<file path="config.mk">
export PLATFORM = sky130hd
export DESIGN_NAME = voltage_adc_sequencer
export DESIGN_NICKNAME = d
export VERILOG_FILES = /design/src/rtl/adc_seq_pkg.sv /design/src/rtl/voltage_adc_sequencer.sv /design/src/rtl/adc_average.sv
export VERILOG_INCLUDE_DIRS = /design/src /design/src/rtl
export SDC_FILE = /design/constraint.sdc
export NUM_CORES = 1
export LEC_CHECK = 0
export BUFFER_PORTS_ARGS = -buffer_cell sky130_fd_sc_hd__buf_4
export CAP_MARGIN = 20
export CORE_MARGIN = 10
export CORE_UTILIZATION = 57
export CTS_CLUSTER_DIAMETER = 50
export DETAILED_ROUTE_END_ITERATION = 12
export GPL_TIMING_DRIVEN = 0
export PLACE_DENSITY = 0.76
export SETUP_SLACK_MARGIN = 0.2
export SYNTH_ARGS = -nofsm -noshare
export SYNTH_HDL_FRONTEND = slang
export SYNTH_SLANG_ARGS = --single-unit
</file>
<file path="constraint.sdc">
create_clock -name ref_clk_in -period 3.13 [get_ports ref_clk_in]
set_input_delay 0.1565 -clock ref_clk_in [delete_from_list [all_inputs] [get_ports ref_clk_in]]
set_output_delay 0.1565 -clock ref_clk_in [all_outputs]
set_load 0.005 [all_outputs]
</file>
<file path="src/rtl/adc_seq_map.svh">
`ifndef ADC_SEQ_MAP_SVH
`define ADC_SEQ_MAP_SVH

// Register offsets
`define OFS_CS_READING 8'h21
`define OFS_OWN_READING 8'h22
`define OFS_CFG1 8'h40
`define OFS_CS_LOW 8'h46
`define OFS_CS_HIGH 8'h47
`define OFS_FAN1_MIN_HI 8'h55
`define OFS_CFG2 8'h73

// Reset values
`define RST_READING 8'h00
`define RST_CFG1 8'h00
`define RST_CS_LOW 8'h00
`define RST_CS_HIGH 8'hFF
`define RST_FAN1_MIN_HI 8'h00
`define RST_CFG2 8'h00
`define RD_UNMAPPED 8'h00

// Field positions
`define CFG1_TMO_DIS_BIT 6
`define CFG2_AVG_OFF_BIT 4
`define CFG2_BYPASS_BIT 5
`define CFG2_SINGLE_BIT 6
`define CHAN_SEL_MSB 7
`define CHAN_SEL_LSB 5
`define CODE_MSB 9
`define CODE_TOP8_LSB 2

// Channel codes
`define CH_CHIPSET 3'h1
`define CH_OWN 3'h2
`define CH_REMOTE1 3'h5
`define CH_LOCAL 3'h6
`define CH_REMOTE2 3'h7

// Averaging
`define AVG_LAST 4'hF
`define AVG_SHIFT 4

// Timing
`define CLK_PERIOD_NS 25
`define CONV_TIME_NS 711000
`define TIMEOUT_TIME_NS 35000000
`define CONV_OVERHEAD 3

`endif

</file>
<file path="src/rtl/adc_seq_pkg.sv">
package adc_seq_pkg;
  typedef logic [2:0] adc_chan_t;

  typedef enum logic [1:0] {
    ST_START = 2'b00,
    ST_CONV = 2'b01,
    ST_WAIT = 2'b10
  } seq_fsm_t;

  typedef struct packed {
    seq_fsm_t state;
    logic [15:0] timer;
    adc_chan_t chan;
    logic [20:0] tmo_cnt;
    logic [7:0] cfg1;
    logic [7:0] cfg2;
    logic [7:0] fan1_min_hi;
    logic [7:0] cs_low_lim;
    logic [7:0] cs_high_lim;
    logic [7:0] cs_reading;
    logic [7:0] own_reading;
    logic [7:0] rdata;
    logic st_low;
    logic st_high;
    logic alert_n;
    logic start;
    logic sample;
    logic release_p;
    logic bypass;
  } seq_state_t;

  typedef struct packed {
    logic [13:0] sum;
    logic [3:0] cnt;
    logic valid;
    logic [9:0] result;
  } avg_state_t;
endpackage

</file>
<file path="src/rtl/voltage_adc_sequencer.sv">
`timescale 1ns/1ps
`include "adc_seq_map.svh"

module voltage_adc_sequencer #(
  parameter int CONV_CYCLES =
    (`CONV_TIME_NS + `CLK_PERIOD_NS - 1) / `CLK_PERIOD_NS,
  parameter int TIMEOUT_CYCLES =
    (`TIMEOUT_TIME_NS + `CLK_PERIOD_NS - 1) / `CLK_PERIOD_NS
) (
  input wire logic ref_clk_in,
  input wire logic sys_rst_in,
  input wire logic [7:0] reg_addr_in,
  input wire logic reg_wr_in,
  input wire logic [7:0] reg_wdata_in,
  input wire logic reg_rd_in,
  output logic [7:0] reg_rdata_out,
  input wire logic smb_activity_in,
  output logic bus_release_out,
  input wire logic [9:0] adc_code_in,
  output logic adc_start_out,
  output adc_seq_pkg::adc_chan_t adc_chan_out,
  output logic atten_bypass_out,
  input wire logic status_clear_in,
  input wire logic alert_enable_in,
  output logic low_status_out,
  output logic high_status_out,
  output logic smb_alert_n_out
);
  import adc_seq_pkg::*;

  localparam logic [15:0] CONV_LOAD = 16'(CONV_CYCLES - `CONV_OVERHEAD);
  localparam logic [20:0] TMO_LAST = 21'(TIMEOUT_CYCLES - 1);

  localparam seq_state_t RST = '{
    state: ST_START,
    timer: 16'h0000,
    chan: `CH_CHIPSET,
    tmo_cnt: 21'h000000,
    cfg1: `RST_CFG1,
    cfg2: `RST_CFG2,
    fan1_min_hi: `RST_FAN1_MIN_HI,
    cs_low_lim: `RST_CS_LOW,
    cs_high_lim: `RST_CS_HIGH,
    cs_reading: `RST_READING,
    own_reading: `RST_READING,
    rdata: `RD_UNMAPPED,
    st_low: 1'b0,
    st_high: 1'b0,
    alert_n: 1'b1,
    start: 1'b0,
    sample: 1'b0,
    release_p: 1'b0,
    bypass: 1'b0
  };

  seq_state_t r;
  seq_state_t n;
  logic acc_valid;
  logic [9:0] acc_result;
  logic [7:0] top8;
  logic single_mode;

  // Full 10-bit code kept through averaging
  adc_average u_avg (
    .ref_clk_in(ref_clk_in),
    .sys_rst_in(sys_rst_in),
    .sample_in(r.sample),
    .code_in(adc_code_in),
    .avg_off_in(r.cfg2[`CFG2_AVG_OFF_BIT]),
    .result_valid_out(acc_valid),
    .result_out(acc_result)
  );

  assign top8 = acc_result[`CODE_MSB:`CODE_TOP8_LSB];
  assign single_mode = r.cfg2[`CFG2_SINGLE_BIT];

  function automatic adc_chan_t next_chan(input adc_chan_t c);
    case (c)
      `CH_CHIPSET: next_chan = `CH_OWN;
      `CH_OWN: next_chan = `CH_REMOTE1;
      `CH_REMOTE1: next_chan = `CH_LOCAL;
      `CH_LOCAL: next_chan = `CH_REMOTE2;
      default: next_chan = `CH_CHIPSET;
    endcase
  endfunction

  always_comb begin
    n = r;
    n.start = 1'b0;
    n.sample = 1'b0;
    n.release_p = 1'b0;

    if (r.cfg1[`CFG1_TMO_DIS_BIT] || smb_activity_in) begin
      n.tmo_cnt = '0;
    end else if (r.tmo_cnt == TMO_LAST) begin
      n.tmo_cnt = '0;
      n.release_p = 1'b1;
    end else begin
      n.tmo_cnt = r.tmo_cnt + 21'h000001;
    end

    if (reg_wr_in) begin
      case (reg_addr_in)
        `OFS_CFG1: n.cfg1 = reg_wdata_in;
        `OFS_CS_LOW: n.cs_low_lim = reg_wdata_in;
        `OFS_CS_HIGH: n.cs_high_lim = reg_wdata_in;
        `OFS_FAN1_MIN_HI: n.fan1_min_hi = reg_wdata_in;
        `OFS_CFG2: n.cfg2 = reg_wdata_in;
        default: ;
      endcase
    end

    // Readings are read-only; writes to them fall through
    if (reg_rd_in) begin
      case (reg_addr_in)
        `OFS_CS_READING: n.rdata = r.cs_reading;
        `OFS_OWN_READING: n.rdata = r.own_reading;
        `OFS_CFG1: n.rdata = r.cfg1;
        `OFS_CS_LOW: n.rdata = r.cs_low_lim;
        `OFS_CS_HIGH: n.rdata = r.cs_high_lim;
        `OFS_FAN1_MIN_HI: n.rdata = r.fan1_min_hi;
        `OFS_CFG2: n.rdata = r.cfg2;
        default: n.rdata = `RD_UNMAPPED;
      endcase
    end

    n.bypass = r.cfg2[`CFG2_BYPASS_BIT];

    // Clear first so a same-cycle violation still sets
    if (status_clear_in) begin
      n.st_low = 1'b0;
      n.st_high = 1'b0;
    end

    case (r.state)
      ST_START: begin
        // Averager result lands one cycle after the sample, i.e. here
        if (acc_valid) begin
          if (r.chan == `CH_CHIPSET) begin
            n.cs_reading = top8;
            if (top8 > r.cs_high_lim) begin
              n.st_high = 1'b1;
            end
            if (top8 < r.cs_low_lim) begin
              n.st_low = 1'b1;
            end
          end else if (r.chan == `CH_OWN) begin
            n.own_reading = top8;
          end
          if (!single_mode) begin
            n.chan = next_chan(r.chan);
          end
        end
        // Single mode channel from select field
        if (single_mode) begin
          n.chan = r.fan1_min_hi[`CHAN_SEL_MSB:`CHAN_SEL_LSB];
        end
        // One shared converter started per channel
        n.start = 1'b1;
        n.timer = CONV_LOAD;
        n.state = ST_CONV;
      end
      ST_CONV: begin
        if (r.timer == 16'h0000) begin
          n.sample = 1'b1;
          n.state = ST_WAIT;
        end else begin
          n.timer = r.timer - 16'h0001;
        end
      end
      ST_WAIT: begin
        n.state = ST_START;
      end
      default: n.state = ST_START;
    endcase

    n.alert_n = !((n.st_low || n.st_high) && alert_enable_in);
  end

  always_ff @(posedge ref_clk_in) begin
    if (sys_rst_in) begin
      r <= RST;
    end else begin
      r <= n;
    end
  end

  assign reg_rdata_out = r.rdata;
  assign bus_release_out = r.release_p;
  assign adc_start_out = r.start;
  assign adc_chan_out = r.chan;
  assign atten_bypass_out = r.bypass;
  assign low_status_out = r.st_low;
  assign high_status_out = r.st_high;
  assign smb_alert_n_out = r.alert_n;

  // Cycles since last start, for period checks only
  logic [15:0] since_start;
  logic seen_start;
  always_ff @(posedge ref_clk_in) begin
    if (sys_rst_in) begin
      since_start <= 16'h0000;
      seen_start <= 1'b0;
    end else if (adc_start_out) begin
      since_start <= 16'h0001;
      seen_start <= 1'b1;
    end else begin
      since_start <= since_start + 16'h0001;
    end
  end
endmodule

</file>
<file path="src/rtl/adc_average.sv">
`timescale 1ns/1ps
`include "adc_seq_map.svh"

module adc_average (
  input wire logic ref_clk_in,
  input wire logic sys_rst_in,
  input wire logic sample_in,
  input wire logic [9:0] code_in,
  input wire logic avg_off_in,
  output logic result_valid_out,
  output logic [9:0] result_out
);
  import adc_seq_pkg::*;

  avg_state_t r;
  avg_state_t n;
  logic [13:0] total;

  assign total = r.sum + {4'h0, code_in};

  always_comb begin
    n = r;
    n.valid = 1'b0;
    if (sample_in) begin
      if (avg_off_in) begin
        n.result = code_in;
        n.valid = 1'b1;
        n.sum = '0;
        n.cnt = '0;
      end else if (r.cnt == `AVG_LAST) begin
        n.result = total[13:`AVG_SHIFT];
        n.valid = 1'b1;
        n.sum = '0;
        n.cnt = '0;
      end else begin
        n.sum = total;
        n.cnt = r.cnt + 4'h1;
      end
    end
  end

  always_ff @(posedge ref_clk_in) begin
    if (sys_rst_in) begin
      r <= '0;
    end else begin
      r <= n;
    end
  end

  assign result_valid_out = r.valid;
  assign result_out = r.result;
endmodule

</file>
Word-level counts from Yosys, hierarchy flattened
Index checks and enable logic that the tools add are counted.

Input bits: 33. Logic and storage cells: 91. Bits in registers: 142.

Magnitude comparators: 2. Reduce and logical (&&, ||, !) cells: 23. $add $sub $neg: 4. Muxes and demuxes: 20. Equal/unequal tests: 16. Bitwise logic cells: 3.

Operator list (number): 8-bit case mux with 7 select lines (1); 8-bit by 7-bit equality test with 1-bit output, second input constant (5); 16-bit case mux with 2 select lines (1); 29-bit two-way mux (1); 21-bit by 1-bit adder with 21-bit output, second input constant (1); 21-bit equality test, second input constant (1); 18-bit two-way mux (1); 8-bit by 6-bit equality test with 1-bit output, second input constant (2); 16-bit logical NOT (1); 16-bit two-way mux (1); 2-bit AND reduction (8); 16-bit by 1-bit subtractor with 16-bit output, second input constant (1); 14-bit by 10-bit adder with 14-bit output (1); 3-bit case mux with 4 select lines (1); 11-bit two-way mux (1); 2-bit two-way mux (5); 8-bit > comparator (1); 8-bit < comparator (1); 3-bit equality test, second input constant (2); 3-bit two-way mux (2); 2-bit nonzero test (3); 2-bit OR reduction (3); 1-bit two-way mux (5); 4-bit by 1-bit adder with 4-bit output, second input constant (1); 14 further kinds (18).

Logic depth before layout (Yosys ltp)
Gate-level depths: netlist (run 1).

Depth after elaboration: 8. Mapped depth: 9. Depth with buffers taken out: 9.

By module
Synthesis (run 1) repeated with hierarchy kept, for this count alone.

Cell total of the unflattened synthesis: 885. Area total of the unflattened synthesis: 7329.5 µm².

By module, submodules not included: voltage_adc_sequencer (cells an instance 652, area each 5480.3 µm², seq. area each 2262.2 µm², times used 1); adc_average (cells an instance 233, area each 1849.3 µm², seq. area each 580.6 µm², times used 1).

Worst setup path before layout (run 1)
OpenSTA, ideal clock, no wires.

Path kind: reg2reg. Start: register r[95] in the netlist's numbering. End: register r[99] in the netlist's numbering. Cell stages (with the launch flop): 10. Data required time: 2997 ps. Arrival time: 2136 ps. Slack: 862 ps. Clock period less this slack: 2268 ps. Library setup time: 133 ps. Cells stage by stage: dfxtp_1 inv_1 ha_1 or3b_2 or3_1 clkbuf_1 o41ai_4 nor2_1 xnor2_1 a21oi_1.

Word-level cells in the longest chain between the ends: 3.

RTL lines: from (decl) (RTL line voltage_adc_sequencer.sv:56) `seq_state_t r;`; from (signal assigned) (RTL line voltage_adc_sequencer.sv:184) `r <= n;`; 16-bit by 1-bit subtractor with 16-bit output or 16-bit logical NOT (tied branches) (RTL line voltage_adc_sequencer.sv:168, voltage_adc_sequencer.sv:164); 16-bit two-way mux or 2-bit inequality test (tied branches); 16-bit case mux with 2 select lines or 2-bit AND reduction (tied branches).

Several ways; a longest one is shown, not always the timed one. The select of a mux whose other input is x is not followed. A chain may end at the register's enable or synchronous reset.

Final worst setup path (run 1)
Ends and elaborated chain as after synthesis.

==> key figures, run 1 <==
Setup path
  – Critical path launch point: r[95]
  – Worst setup SP type: flop
  – Worst setup EP type: flop
  – Setup crit end: r[99]
  – Worst setup path category: flop to flop
  – Crit Reg-Reg Startpoint: r[95]
  – Reg2reg end: r[99]
  – Worst EP arrival: 2.84 ns
  – Crit Path Max Fanout: 10
  – Worst R2R Setup Slack: 0.57 ns
  – R2R depth: 9
  – Crit path required time: 3.41 ns

Cells and area
  – Multi-input logic area: 0.00379 mm2
  – Diode count: 0
  – Register area: 0.00280 mm2
  – Final Util: 0.678
  – Synth-to-layout area growth: 16.5%
  – Layout cells sized above 1: 0.115
  – Final #Nets: 967
  – Fillers: 1004

Synthesis
  – Dominant synthesized flop cell: dfxtp_1
  – Post-synthesis cell type count: 61
  – EDFF count, synth: 0
  – Count leader, synth: nor2_1
  – Syn nets: 899
  – Mapped Area: 0.00696 mm2
  – Asr flop ratio synth: 0
  – Synth cell count leaders: 154 x nor2_1, 140 x dfxtp_1, 67 x a21oi_1, 44 x nand2_1, 37 x inv_1
  – Synth warn: 0
  – Cells after Synth: 837
  – Synth area leader: dfxtp_1
  – Mapped Avg Cell Area: 8.31 um2
  – #FFs+latches synth: 140
  – Post-synthesis sequential area ratio: 0.403
  – Synth top area share: 0.403
  – Synth area leaders: dfxtp_1 40%, nor2_1 8.3%, ha_1 5.0%

Global route
  – Largest net degree at the start of global routing: 17
  – GR Util met3: 0.0504
  – GRT Total Usage: 0.216
  – Initial antenna violation count: 0
  – Most Used Layer, Global Route: met2
  – M1 GR Usage: 0.269
  – GRT met2 Usage: 0.362
  – Gr ovfl total: 0
  – First-pass GRT wire length: 29700 um
  – Vias in the first global route: 6174

Timing
  – Unrepaired setup endpoints after global routing: false
  – Clock Skew: 0.00611 ns
  – Fmax: 390 MHz
  – Fin. Hold Viols: 0
  – Min Tclk post-route: 2.56 ns
  – Relative slew slack: 0.321
  – Slew @ Worst Pin: 1.02 ns
  – Final setup violation count: 0
  – Setup_tns: 0 ns
  – Final WS setup: 0.566 ns
  – Period utilization: 0.819
  – Pins Over Slew Limit: 0

Routing
  – Via count: 6395
  – Drt total wl: 18300 um
  – Avg WL per Cell: 17.2 um
  – Vias per cell: 6.01
  – Post-DRT Antenna Nets: 0
  – Post-route DRC: 0
  – 1st-iter DRT viols: 580
  – First-pass iteration count of the detailed router: 5

Floorplan
  – Chip height: 130 um
  – # IOs: 50
  – CORE AREA: 0.0120 mm2
  – Initial Util: 0.582
  – Die Area: 0.0170 mm2
  – Chip width: 130 um
  – Row count: 40

Clocking
  – Resized cells post-CTS: 0
  – TritonCTS Buffers: 17
  – Htree depth: 4
  – Total clock sinks: 140
  – CTS max path bufs: 2
  – Clock Latency Late Sink: 0.42 ns
  – TritonCTS clock tree: yes
  – Root buffer cell: clkbuf_16
  – Worst-path clk slew: 0.06 ns

Placement
  – Port-buffer cells: 47
  – GP Congestion: 0.941
  – Pre-CTS WS: 0.606 ns
  – Final HPWL DP: 13500 um

Run
  – Max Cap Violations: 0

Pwr
  – VDD IR max: 0.393 mV
  – P per Cell Area: 511 mW/mm2
  – Static Leak: 3.23 nW

Outcome
  – Outcome: completed

Min path
  – Hold Path Class: primary input to flop
[where the power goes]
group	switching, mW	total [mW]	internal (mW)
combinational	0.168	0.283	0.115
sequential	0.0242	1.83	1.81
clock	0.764	2.03	1.27
[cell type report]
cell class,instances,area share
repair buffers,49,0.0460
clock inverters,11,0.0177
flip-flops and latches,140,0.346
inverters,37,0.0171
plain buffers,49,0.0281
well taps,147,0.0227
clock buffers,20,0.0551
multi-input cells,611,0.468
[sequential cells by signal (all words and copies together) (netlist names), 3 cells and up]
signal	flops
u_avg.result_out	8
u_avg.r	18
r	95
reg_rdata_out	8
adc_chan_out	3
[metrics by stage]
stage | std cells | hold slack [ns] | cell area (um2) | total power [mW]
5_1_grt | 1064 | 0.0232 | 8110 | 4.28
2_1_floorplan | 837 | 0.235 | 6960 | 2.04
3_5_place_dp | 1031 | 0.344 | 7500 | 2.14
6_report | 1064 | 0.0210 | 8110 | 4.15
4_1_cts | 1064 | 0.00340 | 8110 | 4.16
3_3_place_gp | 1031 | 0.346 | 7500 | 2.13
[per-layer routing]
| layer | wire length (um) | part of all wire |
|---|---|---|
| met4 | 370 | 0.020 |
| met3 | 1120 | 0.061 |
| met5 | 0 | 0 |
| met2 | 8730 | 0.48 |
| met1 | 8100 | 0.44 |
[cells in the final DEF (no fill, tap or decap), drive strengths merged, types with 8 or more instances in the layout]
cell type / n
a211o: 9
a21oi: 67
a22oi: 17
a31oi: 8
buf: 64
clkbuf: 52
dfxtp: 140
ha: 28
inv: 38
mux2i: 29
nand2: 44
nand2b: 10
nand3: 36
nor2: 154
nor2b: 11
nor3: 22
nor4: 9
o21ai: 19
o221ai: 10
or3: 10
xnor2: 21
xor2: 13
[how the worst min path moves through the flow]
stage / startpoint / end / slack (ns) / depth (start not counted)
after CTS: reg_wdata_in[7] / r[46] / 0.003 / 3
after floorplan: smb_activity_in / bus_release_out / 0.24 / 1
final: reg_wdata_in[0] / r[39] / 0.02 / 3
after global placement: smb_activity_in / bus_release_out / 0.35 / 2
after global routing: reg_wdata_in[0] / r[39] / 0.02 / 3
after detailed placement: smb_activity_in / bus_release_out / 0.34 / 2
[logic make-up after synthesis]
logic type | after synthesis | synth area share
AOI/OAI and AO/OA | 187 | 0.183
xor gates and xnor gates | 34 | 0.0428
adders and majority gates | 29 | 0.0532
buffers and inverters | 86 | 0.0527
DFF | 140 | 0.403
muxes | 29 | 0.0417
and+or+nand+nor | 332 | 0.224
[critical path, cell delays in order (launching register included)]
cell	delay [ns]
dfxtp_1	0.35
inv_1	0.07
ha_1	0.17
or3b_2	0.48
or3_1	0.31
clkbuf_1	0.24
o41ai_4	0.46
nor2_1	0.10
xnor2_1	0.15
a21oi_1	0.08
[what timing repair did]
item / in CTS / in global routing
hold endpoints to repair: 2 / 0
hold buffers: 2 / 0
setup buffers: 0 / 0
No activity file was read; power rests on OpenSTA's default activity.
==> run 2: changes to the inputs <==
--- a/config.mk
+++ b/config.mk
@@ -6,10 +6,11 @@
 export SDC_FILE = /design/constraint.sdc
 export NUM_CORES = 1
 export LEC_CHECK = 0
+export ABC_AREA = 1
 export BUFFER_PORTS_ARGS = -buffer_cell sky130_fd_sc_hd__buf_4
 export CAP_MARGIN = 20
 export CORE_MARGIN = 10
-export CORE_UTILIZATION = 57
+export CORE_UTILIZATION = 55
 export CTS_CLUSTER_DIAMETER = 50
 export DETAILED_ROUTE_END_ITERATION = 12
 export GPL_TIMING_DRIVEN = 0
==> constraint.sdc (replaced) <==
create_clock -name ref_clk_in -period 2.05 [get_ports ref_clk_in]
set_input_delay 0.1025 -clock ref_clk_in [delete_from_list [all_inputs] [get_ports ref_clk_in]]
set_output_delay 0.1025 -clock ref_clk_in [all_outputs]
set_load 0.005 [all_outputs]
==> key figures, run 2 <==
Outcome
  – Outcome: completed

Routing
  – Avg WL per Cell: 14.8 um (-14%)
  – Vias per cell: 5.38 (-10%)
  – Post-DRT Antenna Nets: 0 (unchanged)
  – Post-route DRC: 0 (unchanged)
  – First-pass iteration count of the detailed router: 5 (unchanged)
  – 1st-iter DRT viols: 587 (+1.2%)
  – Drt total wl: 20100 um (+9.7%)
  – Via count: 7313 (+14%)

Timing
  – Slew @ Worst Pin: 0.603 ns (-0.414 ns)
  – Pins Over Slew Limit: 0 (unchanged)
  – Setup_tns: 0 ns (unchanged)
  – Clock Skew: 0.00623 ns (+0.000128 ns)
  – Fmax: 586 MHz
  – Period utilization: 0.832
  – Unrepaired setup endpoints after global routing: false
  – Final setup violation count: 0 (unchanged)
  – Hold WS: 0.00902 ns (-0.0120 ns)
  – Fin. Hold Viols: 0 (unchanged)
  – Min Tclk post-route: 1.71 ns
  – Relative slew slack: 0.598 (+0.277)

Synthesis
  – Mapped Area: 0.00739 mm2 (+6.2%)
  – Synth warn: 0 (unchanged)
  – Synth top area share: 0.379 (-0.0235)
  – Synth cell count leaders: 211 x nand2_1, 140 x dfxtp_1, 140 x inv_1, 126 x nor2_1, 118 x a21oi_1
  – Cells after Synth: 1084 (+30%)
  – Asr flop ratio synth: 0 (unchanged)
  – Syn nets: 1146 (+27%)
  – Dominant synthesized flop cell: dfxtp_1
  – Synth area leaders: dfxtp_1 38%, nand2_1 11%, a21oi_1 8.0%
  – Mapped Avg Cell Area: 6.82 um2 (-18%)
  – Post-synthesis sequential area ratio: 0.379 (-0.0235)
  – Count leader, synth: nand2_1
  – #FFs+latches synth: 140 (unchanged)
  – Synth area leader: dfxtp_1
  – EDFF count, synth: 0 (unchanged)
  – Post-synthesis cell type count: 43 (-30%)

Clocking
  – Worst-path clk slew: 0.06 ns (about the same)
  – Clock Latency Late Sink: 0.43 ns (about the same)
  – TritonCTS clock tree: yes
  – TritonCTS Buffers: 17 (unchanged)
  – CTS max path bufs: 2 (unchanged)
  – Total clock sinks: 140 (unchanged)
  – Htree depth: 4 (unchanged)
  – Root buffer cell: clkbuf_16

Floorplan
  – Chip height: 136 um (+4.1%)
  – CORE AREA: 0.0132 mm2 (+10%)
  – # IOs: 50 (unchanged)
  – Initial Util: 0.560 (-0.0216)
  – Die Area: 0.0185 mm2 (+8.5%)
  – Row count: 42 (+5.0%)
  – Chip width: 136 um (+4.1%)

Cells and area
  – Layout cells sized above 1: 0.121 (+0.00638)
  – Final Util: 0.669 (-0.00868)
  – Most frequent cells in the layout: 209 x nand2_1, 140 x dfxtp_1, 138 x inv_1, 125 x nor2_1, 117 x a21oi_1
  – Final #Nets: 1233 (+28%)
  – Largest Register: r
  – Leading registers by flop count: r (95), u_avg.r (18)
  – Synth-to-layout area growth: 19.4%
  – Diode count: 0 (unchanged)
  – Cell area after layout: 0.00882 mm2 (+8.9%)
  – Commonest non-fill, non-tap cell in the layout: nand2_1
  – Largest register FFs: 95 (unchanged)

Setup path
  – Crit Reg-Reg Startpoint: u_avg.r[15]
  – Crit Path Max Fanout: 4 (-6)
  – Worst setup path category: primary input to flop
  – Worst setup EP type: flop
  – Reg2reg end: u_avg.r[27]
  – R2R depth: 11 (+2)
  – Crit path required time: 2.41 ns (-1.00 ns)
  – Worst EP arrival: 2.06 ns (-0.78 ns)
  – Worst R2R Setup Slack: 0.35 ns (-0.22 ns)
  – Worst setup SP type: primary input

Placement
  – Post-DP Area: 0.00797 mm2 (+6.3%)
  – Final HPWL DP: 14400 um (+6.3%)
  – GP Congestion: 0.951 (+1.1%)
  – Port-buffer cells: 48 (+2.1%)

Global route
  – Vias in the first global route: 6692 (+8.4%)
  – GRT met2 Usage: 0.358 (-0.00448)
  – Most Used Layer, Global Route: met2
  – First-pass GRT wire length: 32600 um (+9.7%)
  – GR Util met3: 0.0535 (+0.00314)
  – Largest net degree at the start of global routing: 17 (unchanged)
  – Gr ovfl total: 0 (unchanged)
  – M1 GR Usage: 0.275 (+0.00587)
  – Initial antenna violation count: 0 (unchanged)
  – GRT Total Usage: 0.218 (+0.00129)

Pwr
  – P per Cell Area: 769 mW/mm2 (+50%)
  – Static Leak: 3.77 nW (+17%)
  – VDD IR max: 0.598 mV (+52%)
  – Overall Power: 6.78 mW (+64%)

Min path
  – Hold Path Class: primary input to flop
  – Min-delay src: adc_code_in[8]
  – Sink of the worst hold path: u_avg.result_out[8]
  – Hold Path Depth: 3 (unchanged)

Run
  – Max Cap Violations: 0 (unchanged)
run 2: cell types whose count changed in the layout (fill, tap and decap cells not counted), sizes merged, moves of 29 or more:
cell | previous run | this run
mux2i | 29 | 0
nand3 | 36 | 83
o21ai | 19 | 104
inv | 38 | 141
a21oi | 67 | 120
nand2 | 44 | 218
run 2: worst max path at each step:
stage / start / to / slack [ns] / depth (start not counted)
4_1_cts: r[95] / r[103] / 0.21 / 10
2_1_floorplan: u_avg.r[15] / u_avg.r[27] / 0.43 / 11
6_report: adc_code_in[2] / u_avg.result_out[9] / 0.34 / 12
5_1_grt: u_avg.r[15] / u_avg.result_out[8] / 0.18 / 10
3_5_place_dp: r[71] / r[90] / 0.16 / 9
3_3_place_gp: r[71] / r[82] / 0.19 / 9
run 2: area by class of cell:
| class | count | area [um2] |
|---|---|---|
| clock buffer | 25 | 495 |
| multi-input combinational | 764 | 3870 |
| inverter | 142 | 533 |
| fill | 1211 | 4370 |
| tap | 176 | 220 |
| buffer | 38 | 226 |
| clock inverter | 6 | 133 |
| sequential | 140 | 2800 |
| timing repair buffer | 68 | 548 |
run 2: cell families (layout without fill, tap and decap cells):
group | Yosys count | in the layout | synth area share
flip-flops | 140 | 140 | 0.379
adder cells (fa/ha/maj) | 29 | 29 | 0.0501
AND/OR/NAND/NOR | 483 | 483 | 0.284
AO/OA/AOI/OAI | 239 | 239 | 0.169
buffers and inverters | 180 | 279 | 0.102
XOR/XNOR | 13 | 13 | 0.0154
run 2: through the flow:
| step | setup slack [ns] | instances |
|---|---|---|
| 6_report | 0.344 | 1359 |
| 5_1_grt | 0.184 | 1359 |
| 4_1_cts | 0.212 | 1353 |
| 3_5_place_dp | 0.158 | 1308 |
| 3_3_place_gp | 0.191 | 1308 |
| 2_1_floorplan | 0.433 | 1084 |
run 2: power breakdown:
group          total (mW)  switching (mW)  internal [mW]  leakage, nW
Sequential           2.82          0.0481           2.77         1.13
Combinational       0.663           0.411          0.251         2.34
Clock                3.30            1.15           2.16        0.304
Total                6.78            1.61           5.18         3.77
run 2: what timing repair did:
action                                  in CTS  in global routing
hold endpoints to repair                    17                  1
gates resized for setup                      2                 10
buffers inserted                             0                  5
endpoints found under the setup margin      12                 35
hold buffers                                14                  1
pin swaps                                    0                  3
run 2: worst max-delay path: stages:
cell and delay, ns:
dlygate4sd3_1 0.54, buf_4 0.15, ha_1 0.35, nor2_1 0.17, inv_1 0.06, nand3_1 0.08
nand2_1 0.12, nand2_1 0.12, nand2_1 0.06, nand2_1 0.08, nand3_1 0.09, a21oi_1 0.16
run 2: routing by layer:
metal	share of wire	routed length, um
met3	0.065	1300
met2	0.47	9460
met1	0.45	8950
met4	0.019	373
met5	0	0
==> run 3: changes to the inputs <==
--- a/config.mk
+++ b/config.mk
@@ -6,7 +6,7 @@
 export SDC_FILE = /design/constraint.sdc
 export NUM_CORES = 1
 export LEC_CHECK = 0
-export ABC_AREA = 1
+export ABC_AREA = 0
 export BUFFER_PORTS_ARGS = -buffer_cell sky130_fd_sc_hd__buf_4
 export CAP_MARGIN = 20
 export CORE_MARGIN = 10
@@ -14,7 +14,7 @@
 export CTS_CLUSTER_DIAMETER = 50
 export DETAILED_ROUTE_END_ITERATION = 12
 export GPL_TIMING_DRIVEN = 0
-export PLACE_DENSITY = 0.76
+export PLACE_DENSITY = 0.77
 export SETUP_SLACK_MARGIN = 0.2
 export SYNTH_ARGS = -nofsm -noshare
 export SYNTH_HDL_FRONTEND = slang
==> constraint.sdc (replaced) <==
create_clock -name ref_clk_in -period 1.47 [get_ports ref_clk_in]
set_input_delay 0.0735 -clock ref_clk_in [delete_from_list [all_inputs] [get_ports ref_clk_in]]
set_output_delay 0.0735 -clock ref_clk_in [all_outputs]
set_load 0.005 [all_outputs]
==> key figures, run 3 (synthesized netlist as in run 1, its figures left out) <==
Routing
  – Via count: 7709 (+5.4%)
  – Post-route DRC: 0 (unchanged)
  – 1st-iter DRT viols: 994 (+69%)
  – Vias per cell: 6.47 (+20%)
  – Post-DRT Antenna Nets: 0 (unchanged)
  – Drt total wl: 26800 um (+34%)
  – Avg WL per Cell: 22.5 um (+53%)
  – First-pass iteration count of the detailed router: 6 (+1)

Timing
  – Unrepaired setup endpoints after global routing: true
  – Final setup violation count: 83 (+83)
  – Pins Over Slew Limit: 0 (unchanged)
  – Relative slew slack: 0.515 (-0.0831)
  – Hold WS: 0.0102 ns (+0.00122 ns)
  – Final WS setup: -0.872 ns (-1.22 ns)
  – Min Tclk post-route: 2.34 ns
  – Period utilization: 1.59
  – Fmax: 427 MHz
  – Slew @ Worst Pin: 0.727 ns (+0.125 ns)
  – Fin. Hold Viols: 0 (unchanged)
  – Clock Skew: 0.0116 ns (+0.00533 ns)

Min path
  – Sink of the worst hold path: u_avg.result_out[9]
  – Hold Path Class: primary input to flop
  – Min-delay src: adc_code_in[9]
  – Hold Path Depth: 3 (unchanged)

Global route
  – Gr ovfl total: 0 (unchanged)
  – First-pass GRT wire length: 36300 um (+11%)
  – Largest net degree at the start of global routing: 17 (unchanged)
  – Vias in the first global route: 7075 (+5.7%)
  – GRT Total Usage: 0.254 (+0.0364)
  – Initial antenna violation count: 0 (unchanged)

Setup path
  – Buffers & Inverters on Critical Path: 2 (-1)
  – Crit path max-delay cell type: or4_4
  – Critical Path Max Stage Delay: 0.54 ns (about the same)
  – Family with the most delay on the worst path: simple AND/OR/NAND/NOR gates
  – Number of cells on the critical path: 7 (-5)
  – Reg2reg end: r[104]
  – R2R depth: 7 (-4)
  – Worst setup SP type: flop
  – Critical path launch point: r[98]
  – Worst setup path category: flop to flop
  – Crit path required time: 1.76 ns (-0.65 ns)
  – Crit Path Max Fanout: 4 (unchanged)
  – Most Frequent Cell on Critical Path: or4_4
  – Worst R2R Setup Slack: -0.87 ns (-1.22 ns)
  – Crit Reg-Reg Startpoint: r[98]
  – Crit path cell chain: or4_4 -> or4_4 -> a21o_4 -> buf_4 -> buf_6 -> o41ai_2 -> a31oi_1
  – Worst setup EP type: flop
  – Worst EP arrival: 2.63 ns (+0.57 ns)

Cells and area
  – Synth-to-layout area growth: 52.4%
  – Most frequent cells in the layout: 123 x nor2_1, 119 x buf_4, 104 x dfxtp_1, 54 x a21oi_1, 34 x nand2_1
  – Largest register FFs: 95 (unchanged)
  – Register area: 0.00289 mm2 (+3.0%)
  – Leading registers by flop count: r (95), u_avg.r (18)
  – Final #Nets: 1068 (-13%)
  – Diode count: 0 (unchanged)
  – Multi-input logic area: 0.00508 mm2 (+31%)
  – Fillers: 685 (-43%)
  – Largest Register: r
  – Layout cells sized above 1: 0.425 (+0.304)
  – Commonest non-fill, non-tap cell in the layout: nor2_1

Clocking
  – Total clock sinks: 140 (unchanged)
  – TritonCTS Buffers: 17 (unchanged)
  – CTS max path bufs: 2 (unchanged)
  – Htree depth: 4 (unchanged)
  – TritonCTS clock tree: yes
  – Clock Latency Late Sink: 0.44 ns (about the same)
  – Root buffer cell: clkbuf_16
  – Worst-path clk slew: 0.06 ns (about the same)

Pwr
  – Overall Power: 9.20 mW (+36%)
  – VDD IR max: 0.943 mV (+58%)
  – Static Leak: 4.12 nW (+9.3%)
  – P per Cell Area: 868 mW/mm2 (+13%)

Outcome
  – Violations in the final reports: setup timing
  – Outcome: complete, but fails checks

Floorplan
  – Initial Util: 0.556 (-0.00426)
  – # IOs: 50 (unchanged)
  – Chip height: 132 um (-2.5%)
  – CORE AREA: 0.0125 mm2 (-5.1%)
  – Chip width: 132 um (-2.5%)
  – Die Area: 0.0176 mm2 (-5.0%)
  – Row count: 41 (-2.4%)

Run
  – Max Cap Violations: 0 (unchanged)

Placement
  – Port-buffer cells: 47 (-2.1%)
  – GP Congestion: 0.925 (-2.7%)
  – Final HPWL DP: 14500 um (+1.1%)
-- run 3: cell count changes in the layout (fill, tap and decap cells not counted), sizes merged, moves of 29 or more --
cell / previous run / this run
a21oi: 120 / 67
buf: 77 / 157
inv: 141 / 37
mux2i: 0 / 29
nand2: 218 / 44
nand3: 83 / 36
o21ai: 104 / 19
-- run 3: power by group --
part	switching, mW	internal [mW]
logic	0.558	0.482
registers	0.0752	3.82
clock network	1.73	2.54
-- run 3: through the flow --
stage,setup TNS [ns],worst slack (ns),cells,area (um2),utilization
floorplan,-15.23,-0.763,837,7450,-
global placement,-41.80,-0.917,1056,8020,0.641
detailed placement,-45.37,-0.960,1056,8020,0.641
CTS,-24.00,-0.841,1151,9740,0.778
global route,-35.38,-0.904,1191,10600,0.847
finish,-29.93,-0.872,1191,10600,0.847
-- run 3: worst max-delay path by stage --
stage / endpoint / slack (ns)
after floorplan: r[99] / -0.76
after global placement: r[99] / -0.92
after detailed placement: r[99] / -0.96
after CTS: r[106] / -0.84
after global routing: r[104] / -0.90
final: r[104] / -0.87
-- run 3: layout make-up --
type,count,area share
sequential,140,0.272
clock buffer,22,0.0428
buffer,49,0.0361
clock inverter,10,0.0111
timing repair buffer,150,0.126
multi-input combinational,611,0.479
inverter,37,0.0131
tap,172,0.0203
-- run 3: worst register-to-register path, delay by kind of cell (launching register included) --
kind / cells / cell delay, ns
AO/OA/AOI/OAI: 3 / 0.54
buffers and inverters: 2 / 0.26
flip-flops: 1 / 0.32
AND/OR/NAND/NOR: 2 / 1.07
-- run 3: routing by layer --
metal | up-vias | GRT usage | wire [um]
li1 | 3319 | - | -
met4 | 0 | 0.121 | 1690
met2 | 513 | 0.440 | 13000
met3 | 167 | 0.0488 | 2260
met1 | 3710 | 0.295 | 9930
met5 | - | 0 | 0
-- run 3: timing repair --
action	4_1_cts	5_1_grt
setup endpoints to repair	119	134
endpoints found under the hold margin	22	0
setup buffers	47	38
resized for setup	140	146
pin swaps	80	61
hold buffers	14	0
cloned	2	2
